`src/hdl/ext_irq_pkg.sv`:
```
// Constants and carrier types of the external interrupt combiner
package ext_irq_pkg;
  // ==========================================================
  // Register map (register index, then byte addresses on the bus)
  localparam logic [31:0] CTRL_STATUS_ADDR = 32'h0000001F;
  localparam logic [31:0] CTRL_STATUS_BYTE = 32'h0000007C; // 4 x index
  localparam logic [31:0] CPU_SIDE_ADDR = 32'h00000080;
  // ==========================================================
  // Field positions of the control/status register
  localparam int PIN_ENABLE_BIT = 1;
  localparam int PORTA_ENABLE_BIT = 2;
  localparam int PORTC_ENABLE_BIT = 3;
  localparam int ACK_BIT = 4;
  localparam int PORTC_FLAG_BIT = 5;
  localparam int PORTA_FLAG_BIT = 6;
  localparam int PIN_FLAG_BIT = 7;
  // Field positions of the CPU-side control register
  localparam int MASK_BIT = 0;
  localparam int LEVEL_BIT = 1;
  // ==========================================================
  // Reset values
  localparam logic PIN_ENABLE_RST = 1'b1;
  localparam logic PORT_ENABLE_RST = 1'b0;
  localparam logic MASK_RST = 1'b1;
  localparam logic LEVEL_RST = 1'b0;
  // ==========================================================
  // Vector locations of the external request
  localparam logic [15:0] VECTOR_HI_ADDR = 16'h3FFA;
  localparam logic [15:0] VECTOR_LO_ADDR = 16'h3FFB;
  // AHB codes
  localparam logic [1:0] HTRANS_NONSEQ = 2'h2;
  localparam logic [2:0] HSIZE_WORD = 3'h2;

  // Pending latches and enables travel together
  typedef struct packed {
    logic pin;
    logic portA;
    logic portC;
  } source_t;
endpackage

```
`src/hdl/external_interrupt_combiner.sv`:
```
// External interrupt combiner with AHB-Lite register slave
//
// Chosen here: register access over AHB-Lite.
`timescale 1ns/1ps
module external_interrupt_combiner #(
  parameter int PORT_WIDTH = 8
) (
  input wire logic clk,
  input wire logic rst_n,
  input wire logic [31:0] haddr,
  input wire logic [1:0] htrans,
  input wire logic hwrite,
  input wire logic [2:0] hsize,
  input wire logic hsel,
  input wire logic hready,
  input wire logic [31:0] hwdata,
  output logic [31:0] hrdata,
  output logic hreadyout,
  output logic hresp,
  input wire logic irqPin_n,
  input wire logic [PORT_WIDTH-1:0] portAPins,
  input wire logic [PORT_WIDTH-1:0] portAIsInput,
  input wire logic [PORT_WIDTH-1:0] portCPins,
  input wire logic [PORT_WIDTH-1:0] portCIsInput,
  input wire logic [15:0] cpuFetchAddr,
  input wire logic cpuFetchValid,
  input wire logic lowPowerEntry,
  output logic cpuIrqRequest,
  output logic pinLevelHigh
);
  // ==========================================================
  // Elaboration check
  if (PORT_WIDTH < 1 || PORT_WIDTH > 8) begin : gWidthCheck
    $error("PORT_WIDTH must be 1 to 8");
  end

  // Flag and acknowledge fields must sit in the byte-wide register
  if (ext_irq_pkg::PIN_FLAG_BIT > 7
    || ext_irq_pkg::PORTA_FLAG_BIT > 7
    || ext_irq_pkg::PORTC_FLAG_BIT > 7
    || ext_irq_pkg::ACK_BIT > 7) begin : gFieldCheck
    $error("control/status fields must lie in bits 0 to 7");
  end

  // ==========================================================
  // Input synchronisers (three stages, agreement of last two)
  logic portAAnd;
  logic portCAnd;
  logic pinStable;
  logic pinFall;
  logic portAFall;
  logic portCFall;

  // Non-inputs count as high so they never pull the AND low
  assign portAAnd = &(portAPins | ~portAIsInput);
  assign portCAnd = &(portCPins | ~portCIsInput);

  // Pin: asynchronous level, filtered before any edge is taken
  ext_irq_edge_sync u_pin_sync (
    .clk(clk),
    .rst_n(rst_n),
    .din(irqPin_n),
    .level(pinStable),
    .fall(pinFall)
  );

  // Port AND is formed before sync so one bit crosses, not eight
  ext_irq_edge_sync u_port_a_sync (
    .clk(clk),
    .rst_n(rst_n),
    .din(portAAnd),
    .level(),
    .fall(portAFall)
  );

  // Port C follows the same path as port A
  ext_irq_edge_sync u_port_c_sync (
    .clk(clk),
    .rst_n(rst_n),
    .din(portCAnd),
    .level(),
    .fall(portCFall)
  );

  // ==========================================================
  // AHB-Lite slave: capture address phase, act in data phase
  logic wrPending_reg;
  logic rdPending_reg;
  logic [31:0] addr_reg;
  logic accept;
  assign accept = hsel && hready && htrans == ext_irq_pkg::HTRANS_NONSEQ
    && hsize == ext_irq_pkg::HSIZE_WORD;

  always_ff @(posedge clk or negedge rst_n) begin
    if (!rst_n) begin
      wrPending_reg <= 1'b0;
      rdPending_reg <= 1'b0;
      addr_reg <= 32'h00000000;
    end else if (hready) begin
      wrPending_reg <= accept && hwrite;
      rdPending_reg <= accept && !hwrite;
      addr_reg <= haddr;
    end
  end

  logic wrCtrl;
  logic wrCpu;
  logic ackWrite;
  // Address decode for the data-phase write
  always_comb begin
    wrCtrl = 1'b0;
    wrCpu = 1'b0;
    if (!wrPending_reg) begin
      wrCtrl = 1'b0;
    end else if (addr_reg == ext_irq_pkg::CTRL_STATUS_BYTE) begin
      wrCtrl = 1'b1;
    end else if (addr_reg == ext_irq_pkg::CPU_SIDE_ADDR) begin
      wrCpu = 1'b1;
    end
  end
  assign ackWrite = wrCtrl && hwdata[ext_irq_pkg::ACK_BIT];

  // ==========================================================
  // Enables and CPU-side configuration
  ext_irq_pkg::source_t enable_reg;
  logic cpuMask_reg;
  logic levelMode_reg;

  always_ff @(posedge clk or negedge rst_n) begin
    if (!rst_n) begin
      enable_reg.pin <= ext_irq_pkg::PIN_ENABLE_RST;
      enable_reg.portA <= ext_irq_pkg::PORT_ENABLE_RST;
      enable_reg.portC <= ext_irq_pkg::PORT_ENABLE_RST;
    end else begin
      if (wrCtrl) begin
        enable_reg.pin <= hwdata[ext_irq_pkg::PIN_ENABLE_BIT];
        enable_reg.portA <= hwdata[ext_irq_pkg::PORTA_ENABLE_BIT];
        enable_reg.portC <= hwdata[ext_irq_pkg::PORTC_ENABLE_BIT];
      end
      // Low-power entry forces pin wake-up; port enables left alone
      if (lowPowerEntry) begin
        enable_reg.pin <= 1'b1;
      end
    end
  end

  // Mask stands in for the CPU interrupt mask, set out of reset
  always_ff @(posedge clk or negedge rst_n) begin
    if (!rst_n) begin
      cpuMask_reg <= ext_irq_pkg::MASK_RST;
    end else if (wrCpu) begin
      cpuMask_reg <= hwdata[ext_irq_pkg::MASK_BIT];
    end
  end

  // Level option; a register here since no option byte is modelled
  always_ff @(posedge clk or negedge rst_n) begin
    if (!rst_n) begin
      levelMode_reg <= ext_irq_pkg::LEVEL_RST;
    end else if (wrCpu) begin
      levelMode_reg <= hwdata[ext_irq_pkg::LEVEL_BIT];
    end
  end

  // ==========================================================
  // Pending latches; set wins over every clear
  ext_irq_pkg::source_t pending_reg;
  logic vectorFetch;
  logic pinSet;
  assign vectorFetch = cpuFetchValid
    && cpuFetchAddr == ext_irq_pkg::VECTOR_HI_ADDR;
  assign pinSet = enable_reg.pin && (pinFall
    || (levelMode_reg && !pinStable));

  // Register writes never touch flags, only acknowledge does
  always_ff @(posedge clk or negedge rst_n) begin
    if (!rst_n) begin
      pending_reg <= '0;
    end else begin
      if (pinSet) begin
        pending_reg.pin <= 1'b1;
      end else if (ackWrite || vectorFetch) begin
        pending_reg.pin <= 1'b0;
      end
      if (portAFall) begin
        pending_reg.portA <= 1'b1;
      end else if (ackWrite) begin
        pending_reg.portA <= 1'b0;
      end
      if (portCFall) begin
        pending_reg.portC <= 1'b1;
      end else if (ackWrite) begin
        pending_reg.portC <= 1'b0;
      end
    end
  end

  // ==========================================================
  // Combined request and pin level, registered outputs
  logic requestNext;
  assign requestNext = !cpuMask_reg
    && |(pending_reg & enable_reg);

  always_ff @(posedge clk or negedge rst_n) begin
    if (!rst_n) begin
      cpuIrqRequest <= 1'b0;
      pinLevelHigh <= 1'b1;
    end else begin
      cpuIrqRequest <= requestNext;
      pinLevelHigh <= pinStable;
    end
  end

  // ==========================================================
  // Read data, answered after one wait state
  logic [31:0] readNext;
  always_comb begin
    readNext = 32'h00000000;
    if (addr_reg == ext_irq_pkg::CTRL_STATUS_BYTE) begin
      readNext[ext_irq_pkg::PIN_FLAG_BIT] = pending_reg.pin;
      readNext[ext_irq_pkg::PORTA_FLAG_BIT] = pending_reg.portA;
      readNext[ext_irq_pkg::PORTC_FLAG_BIT] = pending_reg.portC;
      readNext[ext_irq_pkg::ACK_BIT] = 1'b0;
      readNext[ext_irq_pkg::PORTC_ENABLE_BIT] = enable_reg.portC;
      readNext[ext_irq_pkg::PORTA_ENABLE_BIT] = enable_reg.portA;
      readNext[ext_irq_pkg::PIN_ENABLE_BIT] = enable_reg.pin;
    end else if (addr_reg == ext_irq_pkg::CPU_SIDE_ADDR) begin
      readNext[ext_irq_pkg::MASK_BIT] = cpuMask_reg;
      readNext[ext_irq_pkg::LEVEL_BIT] = levelMode_reg;
    end
  end

  // One wait state per read, so a write just before lands first
  always_ff @(posedge clk or negedge rst_n) begin
    if (!rst_n) begin
      hreadyout <= 1'b1;
    end else if (accept && !hwrite) begin
      hreadyout <= 1'b0;
    end else begin
      hreadyout <= 1'b1;
    end
  end

  // Read data loaded in the wait state, held until the next read
  always_ff @(posedge clk or negedge rst_n) begin
    if (!rst_n) begin
      hrdata <= 32'h00000000;
    end else if (rdPending_reg && !hreadyout) begin
      hrdata <= readNext;
    end
  end

  // Every transfer is answered OKAY; refused ones simply do nothing
  always_ff @(posedge clk or negedge rst_n) begin
    if (!rst_n) begin
      hresp <= 1'b0;
    end else begin
      hresp <= 1'b0;
    end
  end
endmodule

// ==========================================================
// Three-stage synchroniser with agreement filter and fall pulse
module ext_irq_edge_sync #(
  parameter logic IDLE_LEVEL = 1'b1
) (
  input wire logic clk,
  input wire logic rst_n,
  input wire logic din,
  output logic level,
  output logic fall
);
  logic [2:0] stage_reg;
  logic level_reg;
  logic agree;

  // Stages preset to the idle level, so reset makes no false edge
  always_ff @(posedge clk or negedge rst_n) begin
    if (!rst_n) begin
      stage_reg <= {3{IDLE_LEVEL}};
    end else begin
      stage_reg <= {stage_reg[1:0], din};
    end
  end

  // A change counts only once stages two and three agree
  assign agree = stage_reg[1] == stage_reg[2];

  // Accepted level; a one-cycle glitch never reaches it
  always_ff @(posedge clk or negedge rst_n) begin
    if (!rst_n) begin
      level_reg <= IDLE_LEVEL;
    end else if (agree) begin
      level_reg <= stage_reg[2];
    end
  end

  assign level = level_reg;
  // One pulse per accepted high-to-low change
  assign fall = level_reg && agree && !stage_reg[2];
endmodule
```
`config.mk`:
```
export PLATFORM = sky130hd
export DESIGN_NAME = external_interrupt_combiner
export DESIGN_NICKNAME = d
export VERILOG_FILES = /design/src/hdl/ext_irq_pkg.sv /design/src/hdl/external_interrupt_combiner.sv
export SDC_FILE = /design/constraint.sdc
export NUM_CORES = 1
export LEC_CHECK = 0
export ABC_AREA = 1
export ABC_CLOCK_PERIOD_IN_PS = 1400
export BUFFER_PORTS_ARGS = -buffer_cell sky130_fd_sc_hd__buf_2
export CAP_MARGIN = 0
export CORE_UTILIZATION = 41
export DETAILED_ROUTE_END_ITERATION = 6
export PLACE_DENSITY = 0.8
export SLEW_MARGIN = 20
export SYNTH_ARGS = -nofsm -noshare
export SYNTH_HDL_FRONTEND = slang
export SYNTH_SLANG_ARGS = --single-unit
export TNS_END_PERCENT = 100
```
`constraint.sdc`:
```
create_clock -name clk -period 1.4 [get_ports clk]
set_clock_uncertainty 0.15 [all_clocks]
set_input_delay 0 -clock clk [delete_from_list [all_inputs] [get_ports clk]]
set_output_delay 0 -clock clk [all_outputs]
set_load 0.01 [all_outputs]
```
==> results.sh, run 1 <==
export IMPL_powerDensity_mw_per_mm2=916
export IMPL_fp_dieW_um=87.9
export IMPL_total_power_mw=4.46
export IMPL_max_cap_violations=0
export IMPL_final_layout_size_suffix_gt1_share_pct=33.4
export IMPL_viasPerCell=4.50
export IMPL_root_buffer="clkbuf_8"
export IMPL_postRouteAntennaNets=0
export IMPL_io_buffer_count=107
export IMPL_place_hpwl_um=4830
export IMPL_drt_wl_total_um=8480
export IMPL_dieArea_mm2=0.00773
export IMPL_rsz0062_at_grt="true"
export IMPL_grt_usage_pct=22.8
export IMPL_die_y_um=87.9
export IMPL_fin_crit_sh_pct=106
export IMPL_whs_ns=0.00510
export IMPL_antenna_found_initial=0
export IMPL_yosysWarnings=0
export IMPL_clk_pin_slew_ns=0.08
export IMPL_wl_per_cell_um=12.8
export IMPL_grt_start_max_net_pins=35
export IMPL_cp_top_family="simple AND/OR/NAND/NOR gates"
export IMPL_core_mm2=0.00694
export IMPL_largest_reg_flops=32
export IMPL_syn_area_per_cell_um2=8.48
export IMPL_n_fill_cell=483
export IMPL_r2r_slack_ns=-0.08
export IMPL_clockBufferDepth=2
export IMPL_syn2layout_area_growth_pct=60.7
export IMPL_path_buf_inv=1
export IMPL_setup_viol_count_final=14
export IMPL_p_leak_nw=2.52
export IMPL_rows=30
export IMPL_cp_end_kind="flip-flop"
export IMPL_numCtsBuffers=9
export IMPL_initial_core_util_pct=43.6
export IMPL_fin_cells=662
export IMPL_drt_iter0_markers=114
export IMPL_cts_setup_buffers=0
export IMPL_outcome="complete, but fails checks"
export IMPL_register_area_mm2=0.00162
export IMPL_cp_required_ns=1.53
export IMPL_layout_common_cells="buf_2, nand2_1, dlygate4sd3_1"
export IMPL_slew_headroom_pct=64.8
export IMPL_crit_path_max_fanout=6
export IMPL_async_flop_share_pct=100
export IMPL_fin_nets=686
export IMPL_pin_count=161
export IMPL_ys_seq_area_share_pct=53.6
export IMPL_crit_top_cell="nand2_1"
export IMPL_holdCritPathClass="primary input to async pin"
export IMPL_grt_pass1_wl_um=13100
export IMPL_fin_ws_ns=-0.0845
export IMPL_synth_distinct_cells=27
export IMPL_fmax_mhz=674
export IMPL_crit_slowest_cell="dfrtp_1"
export IMPL_first_global_vias=3009
export IMPL_yosys_most_used_dff="dfrtp_1"
export IMPL_fin_util_pct=70.1
export IMPL_first_pass_iters=5
export IMPL_drc=0
export IMPL_routabilityCongestion=0.782
export IMPL_netlist_instances=357
export IMPL_crit_arrival_ns=1.62
export IMPL_drv_slew=0
export IMPL_clk_latency_ns=0.34
export IMPL_place_inst=559
export IMPL_path_cells="nor2_1 -> nand2_1 -> nor2_2 -> nand2_2 -> nor2_8 -> buf_12 -> nand3_1 -> nand2_1"
export IMPL_cts_sinks=64
export IMPL_yosys_register_bits=64
export IMPL_cts_tree="yes"
export IMPL_ir_worst_vdd_v=0.000709
export IMPL_period_minus_slack_ns=1.48
export IMPL_cp_start_kind="flip-flop"
export IMPL_worstMarginPinSlew_ns=0.528
export IMPL_synth_edff_count=0
export IMPL_synth_area_mm2=0.00303
export IMPL_finalHoldViolCount=0
export IMPL_multiInputGateArea_mm2=0.00121
export IMPL_pre_cts_slack_ns=-0.0578
export IMPL_htree_levels=3
export IMPL_final_common_cell="buf_2"
export IMPL_gr_total_overflow=0
export IMPL_vias=2980
export IMPL_worstSetupPathType="flip-flop to flip-flop"
export IMPL_violations="setup timing"
export IMPL_diodes=0
export IMPL_slowest_delay_ns=0.41
-- stage by stage --
stage          area [µm²]  TNS [ns]
2_1_floorplan        3120         0
3_3_place_gp         3640   -0.0714
3_5_place_dp         3640    -0.335
4_1_cts              4760    -0.410
5_1_grt              4870     -1.79
6_report             4870    -0.800
-- path summary, 6_finish.rpt --
kind	from	endpoint	depth (start not counted)
worst max-delay path	addr_reg[1]$_DFFE_PN0P_	enable_reg[0]$_DFFE_PN0N_	8
worst min-delay path	rst_n	addr_reg[11]$_DFFE_PN0P_	2
worst max register to register	addr_reg[1]$_DFFE_PN0P_	enable_reg[0]$_DFFE_PN0N_	8
worst min register to register	u_pin_sync.stage_reg[0]$_DFF_PN1_	u_pin_sync.stage_reg[1]$_DFF_PN1_	0
max in group asynchronous	rst_n	u_port_a_sync.stage_reg[1]$_DFF_PN1_	3
min in group clk	hready	addr_reg[18]$_DFFE_PN0P_	4
-- where the power goes --
group,switching [mW],total (mW),internal [mW]
Sequential,0.0607,2.03,1.97
Combinational,0.325,0.692,0.367
Clock,0.729,1.73,1.00
-- repair_timing --
item | 4_1_cts | 5_1_grt
pin swaps | 7 | 19
resized for setup | 8 | 32
hold buffers | 87 | 3
hold endpoints to repair | 95 | 3
endpoints found under the setup margin | 14 | 18
-- routing by layer --
| layer | GRT usage (%) | vias up | share of wire, % |
|---|---|---|---|
| met5 | 0 | - | 0 |
| met4 | 12.1 | 0 | 3.8 |
| met3 | 6.41 | 30 | 5.4 |
| met2 | 40.7 | 130 | 53 |
| met1 | 24.5 | 1348 | 38 |
| li1 | - | 1472 | - |
-- synthesized netlist by cell type (4+ instances only) --
cell type	number	area share [%]
buf_4	26	6.4
dfrtp_1	48	40
dfstp_2	16	14
inv_1	55	6.8
mux2_1	8	3.0
nand2_1	95	12
nand3_1	16	2.6
nand4_1	4	0.83
nor2_1	28	3.5
nor3_1	4	0.66
o21ai_0	19	3.1
o21ai_1	9	1.5
o22ai_1	4	0.83
-- cell type report --
type | count | area share [%]
repair buffers | 200 | 30.6
clock inverters | 7 | 1.95
multi-input cells | 230 | 24.8
inverters | 56 | 4.32
well taps | 96 | 2.47
flip-flops and latches | 64 | 33.3
clock buffers | 9 | 2.55
-- kinds of logic (layout without fill, tap and decap cells) --
kind of cell    after synthesis  in the layout  synth area share (%)
compound gates               39             39                  7.07
flops                        64             64                  53.6
other cells                   1             26                 0.124
simple gates                157            157                  22.0
mux                           8              8                  2.98
buf+inv                      88            272                  14.3
-- worst reg2reg max path, delay by kind of cell, from the launching register on --
family | cells | cell delay [ns]
buf+inv | 1 | 0.14
simple gates | 7 | 0.72
flops | 1 | 0.41
No activity file was read; power rests on OpenSTA's default activity.
==> run 2, diff against run 1 <==
Settings changed: SYNTH_HIERARCHICAL set to 1.
==> results.sh, run 2 <==
export IMPL_clk_pin_slew_ns=0.07
export IMPL_crit_start="addr_reg[9]$_DFFE_PN0P_"
export IMPL_seqPwrFrac_pct=50.5
export IMPL_finalHoldViolCount=0
export IMPL_wl_per_cell_um=11.9
export IMPL_yosysWarnings=6
export IMPL_fp_dieW_um=88.1
export IMPL_period_minus_slack_ns=1.50
export IMPL_grt_usage_pct=20.3
export IMPL_fin_ws_ns=-0.0980
export IMPL_yosys_area_top_type="dfrtp_1"
export IMPL_grt_start_max_net_pins=65
export IMPL_cp_start_kind="flip-flop"
export IMPL_fmax_mhz=668
export IMPL_pre_cts_slack_ns=-0.0843
export IMPL_p_leak_nw=2.48
export IMPL_switchingPower_mw=1.00
export IMPL_syn_area_per_cell_um2=8.44
export IMPL_routabilityCongestion=0.751
export IMPL_setup_viol_count_final=13
export IMPL_ir_worst_vdd_v=0.000451
export IMPL_total_power_mw=4.03
export IMPL_r2r_start="addr_reg[9]$_DFFE_PN0P_"
export IMPL_post_dp_cell_area_mm2=0.00362
export IMPL_numCtsBuffers=9
export IMPL_cts_sinks=64
export IMPL_synth_top_area_share_pct=39.6
export IMPL_place_hpwl_um=4490
export IMPL_root_buffer="clkbuf_8"
export IMPL_pin_count=161
export IMPL_core_mm2=0.00721
export IMPL_rsz0062_at_grt="true"
export IMPL_cp_end_kind="flip-flop"
export IMPL_io_buffer_count=107
export IMPL_antenna_found_initial=0
export IMPL_fin_nets=683
export IMPL_dieArea_mm2=0.00775
export IMPL_p_clk_share_pct=33.1
export IMPL_cp_required_ns=1.48
export IMPL_initial_core_util_pct=42.1
export IMPL_violations="setup timing"
export IMPL_syn2layout_area_growth_pct=56.8
export IMPL_clk_latency_ns=0.33
export IMPL_yosys_most_used_dff="dfrtp_1"
export IMPL_yosysMostFrequentCell="nand2_1"
export IMPL_synth_distinct_cells=27
export IMPL_vias=2945
export IMPL_fin_crit_sh_pct=107
export IMPL_ys_seq_area_share_pct=53.4
export IMPL_holdCritPathClass="primary input to flip-flop"
export IMPL_cts_tree="yes"
export IMPL_final_layout_size_suffix_gt1_share_pct=34.5
export IMPL_switching_share_pct=24.9
export IMPL_p_comb_share_pct=16.5
export IMPL_clockBufferDepth=2
export IMPL_htree_levels=3
export IMPL_drt_iter0_markers=120
export IMPL_whs_ns=0.0170
export IMPL_synth_edff_count=0
export IMPL_first_pass_iters=4
export IMPL_netlist_instances=360
export IMPL_crit_path_max_fanout=6
export IMPL_yosys_register_bits=64
export IMPL_gr_total_overflow=0
export IMPL_finish_instance_area_mm2=0.00476
export IMPL_synth_area_mm2=0.00304
export IMPL_grt_pass1_wl_um=11800
export IMPL_die_y_um=88.1
export IMPL_outcome="complete, but fails checks"
export IMPL_largest_reg_flops=32
export IMPL_drc=0
export IMPL_worstSetupPathType="flip-flop to flip-flop"
export IMPL_p_int_mw=3.02
export IMPL_crit_arrival_ns=1.58
export IMPL_first_global_vias=2857
export IMPL_final_common_cell="buf_2"
export IMPL_async_flop_share_pct=100
export IMPL_layout_common_cells="buf_2, nand2_1, dlygate4sd3_1"
export IMPL_postRouteAntennaNets=0
export IMPL_synthTopCellsByArea="dfrtp_1, dfstp_2, nand2_1"
export IMPL_rows=31
export IMPL_hold_start="hready"
export IMPL_drt_wl_total_um=7880
export IMPL_viasPerCell=4.44
export IMPL_max_cap_violations=0
export IMPL_synthTopCellsByCount="nand2_1, inv_1, dfrtp_1"
export IMPL_powerDensity_mw_per_mm2=846
export IMPL_drv_slew=0
[run 2: changes by cell type in the layout (fill, tap and decap cells not counted), sizes merged, moves of 2 or more]
cell and change:
nor3 +3, bufinv -2, dlygate4sd3 -8, buf +2, inv +5, clkbuf +6, nor2 -2, nand2 -3
[run 2: final cells by class]
| class | count | area [µm²] |
|---|---|---|
| fill | 552 | 2450 |
| sequential | 64 | 1620 |
| timing repair buffer | 194 | 1420 |
| multi-input combinational | 226 | 1200 |
| inverter | 63 | 236 |
| clock buffer | 15 | 156 |
| tap | 99 | 124 |
| clock inverter | 1 | 5.00 |
| antenna | 1 | 2.50 |
[run 2: path summary, 6_finish.rpt]
kind	endpoint	slack (ns)	cells past startpoint
worst max-delay path	pending_reg[1]$_DFFE_PN0P_	-0.1	8
worst min-delay path	addr_reg[3]$_DFFE_PN0P_	0.02	4
worst max register to register	pending_reg[1]$_DFFE_PN0P_	-0.1	8
worst min register to register	u_port_a_sync/stage_reg[1]$_DFF_PN1_	0.21	0
max in group asynchronous	u_port_c_sync/stage_reg[0]$_DFF_PN1_	0.71	3
min in group asynchronous	addr_reg[7]$_DFFE_PN0P_	0.06	3
[run 2: through the flow]
stage / utilization, % / instances / TNS (ns)
global placement: 50.2 / 563 / -0.344
detailed placement: 50.2 / 563 / -0.804
global route: 66.0 / 662 / -2.02
floorplan: - / 385 / 0
finish: 66.0 / 663 / -0.842
CTS: 63.9 / 658 / -0.478
[run 2: power by group through the flow]
stage,logic [mW],clock network (mW),registers [mW]
global placement,0.427,0,2.05
finish,0.663,1.33,2.03
CTS,0.616,1.36,2.03
floorplan,0.274,0,2.05
global route,0.737,1.45,2.04
detailed placement,0.443,0,2.06
[run 2: metal layers]
metal | share of wire (%) | global-route usage (%)
met1 | 40 | 22.1
met2 | 52 | 36.7
met3 | 4.4 | 4.43
met4 | 3.0 | 11.1
met5 | 0 | 0
[run 2: repair_timing]
| action | CTS | global route |
|---|---|---|
| endpoints found under the hold margin | 110 | 2 |
| endpoints found under the setup margin | 14 | 17 |
| pin swaps | 8 | 25 |
| buffers inserted | 0 | 4 |
| hold buffers | 79 | 3 |
| gates resized for setup | 9 | 32 |
[run 2: kinds of logic (layout without fill, tap and decap cells)]
logic type | after synthesis | in the layout | synth area share (%)
simple gates | 153 | 153 | 21.5
mux | 8 | 8 | 2.97
buf+inv | 95 | 273 | 15.1
other cells | 1 | 27 | 0.123
flops | 64 | 64 | 53.4
compound gates | 39 | 39 | 6.96
[run 2: worst max-delay path, cell delays in order, from the launching register on]
cell and delay, ns:
dfrtp_1 0.39, nor2_1 0.10, nand3_1 0.10, nor2_2 0.17, nand2_4 0.09, nor2_8 0.18, nand3_4 0.09, nand2_1 0.09
nand2_1 0.05
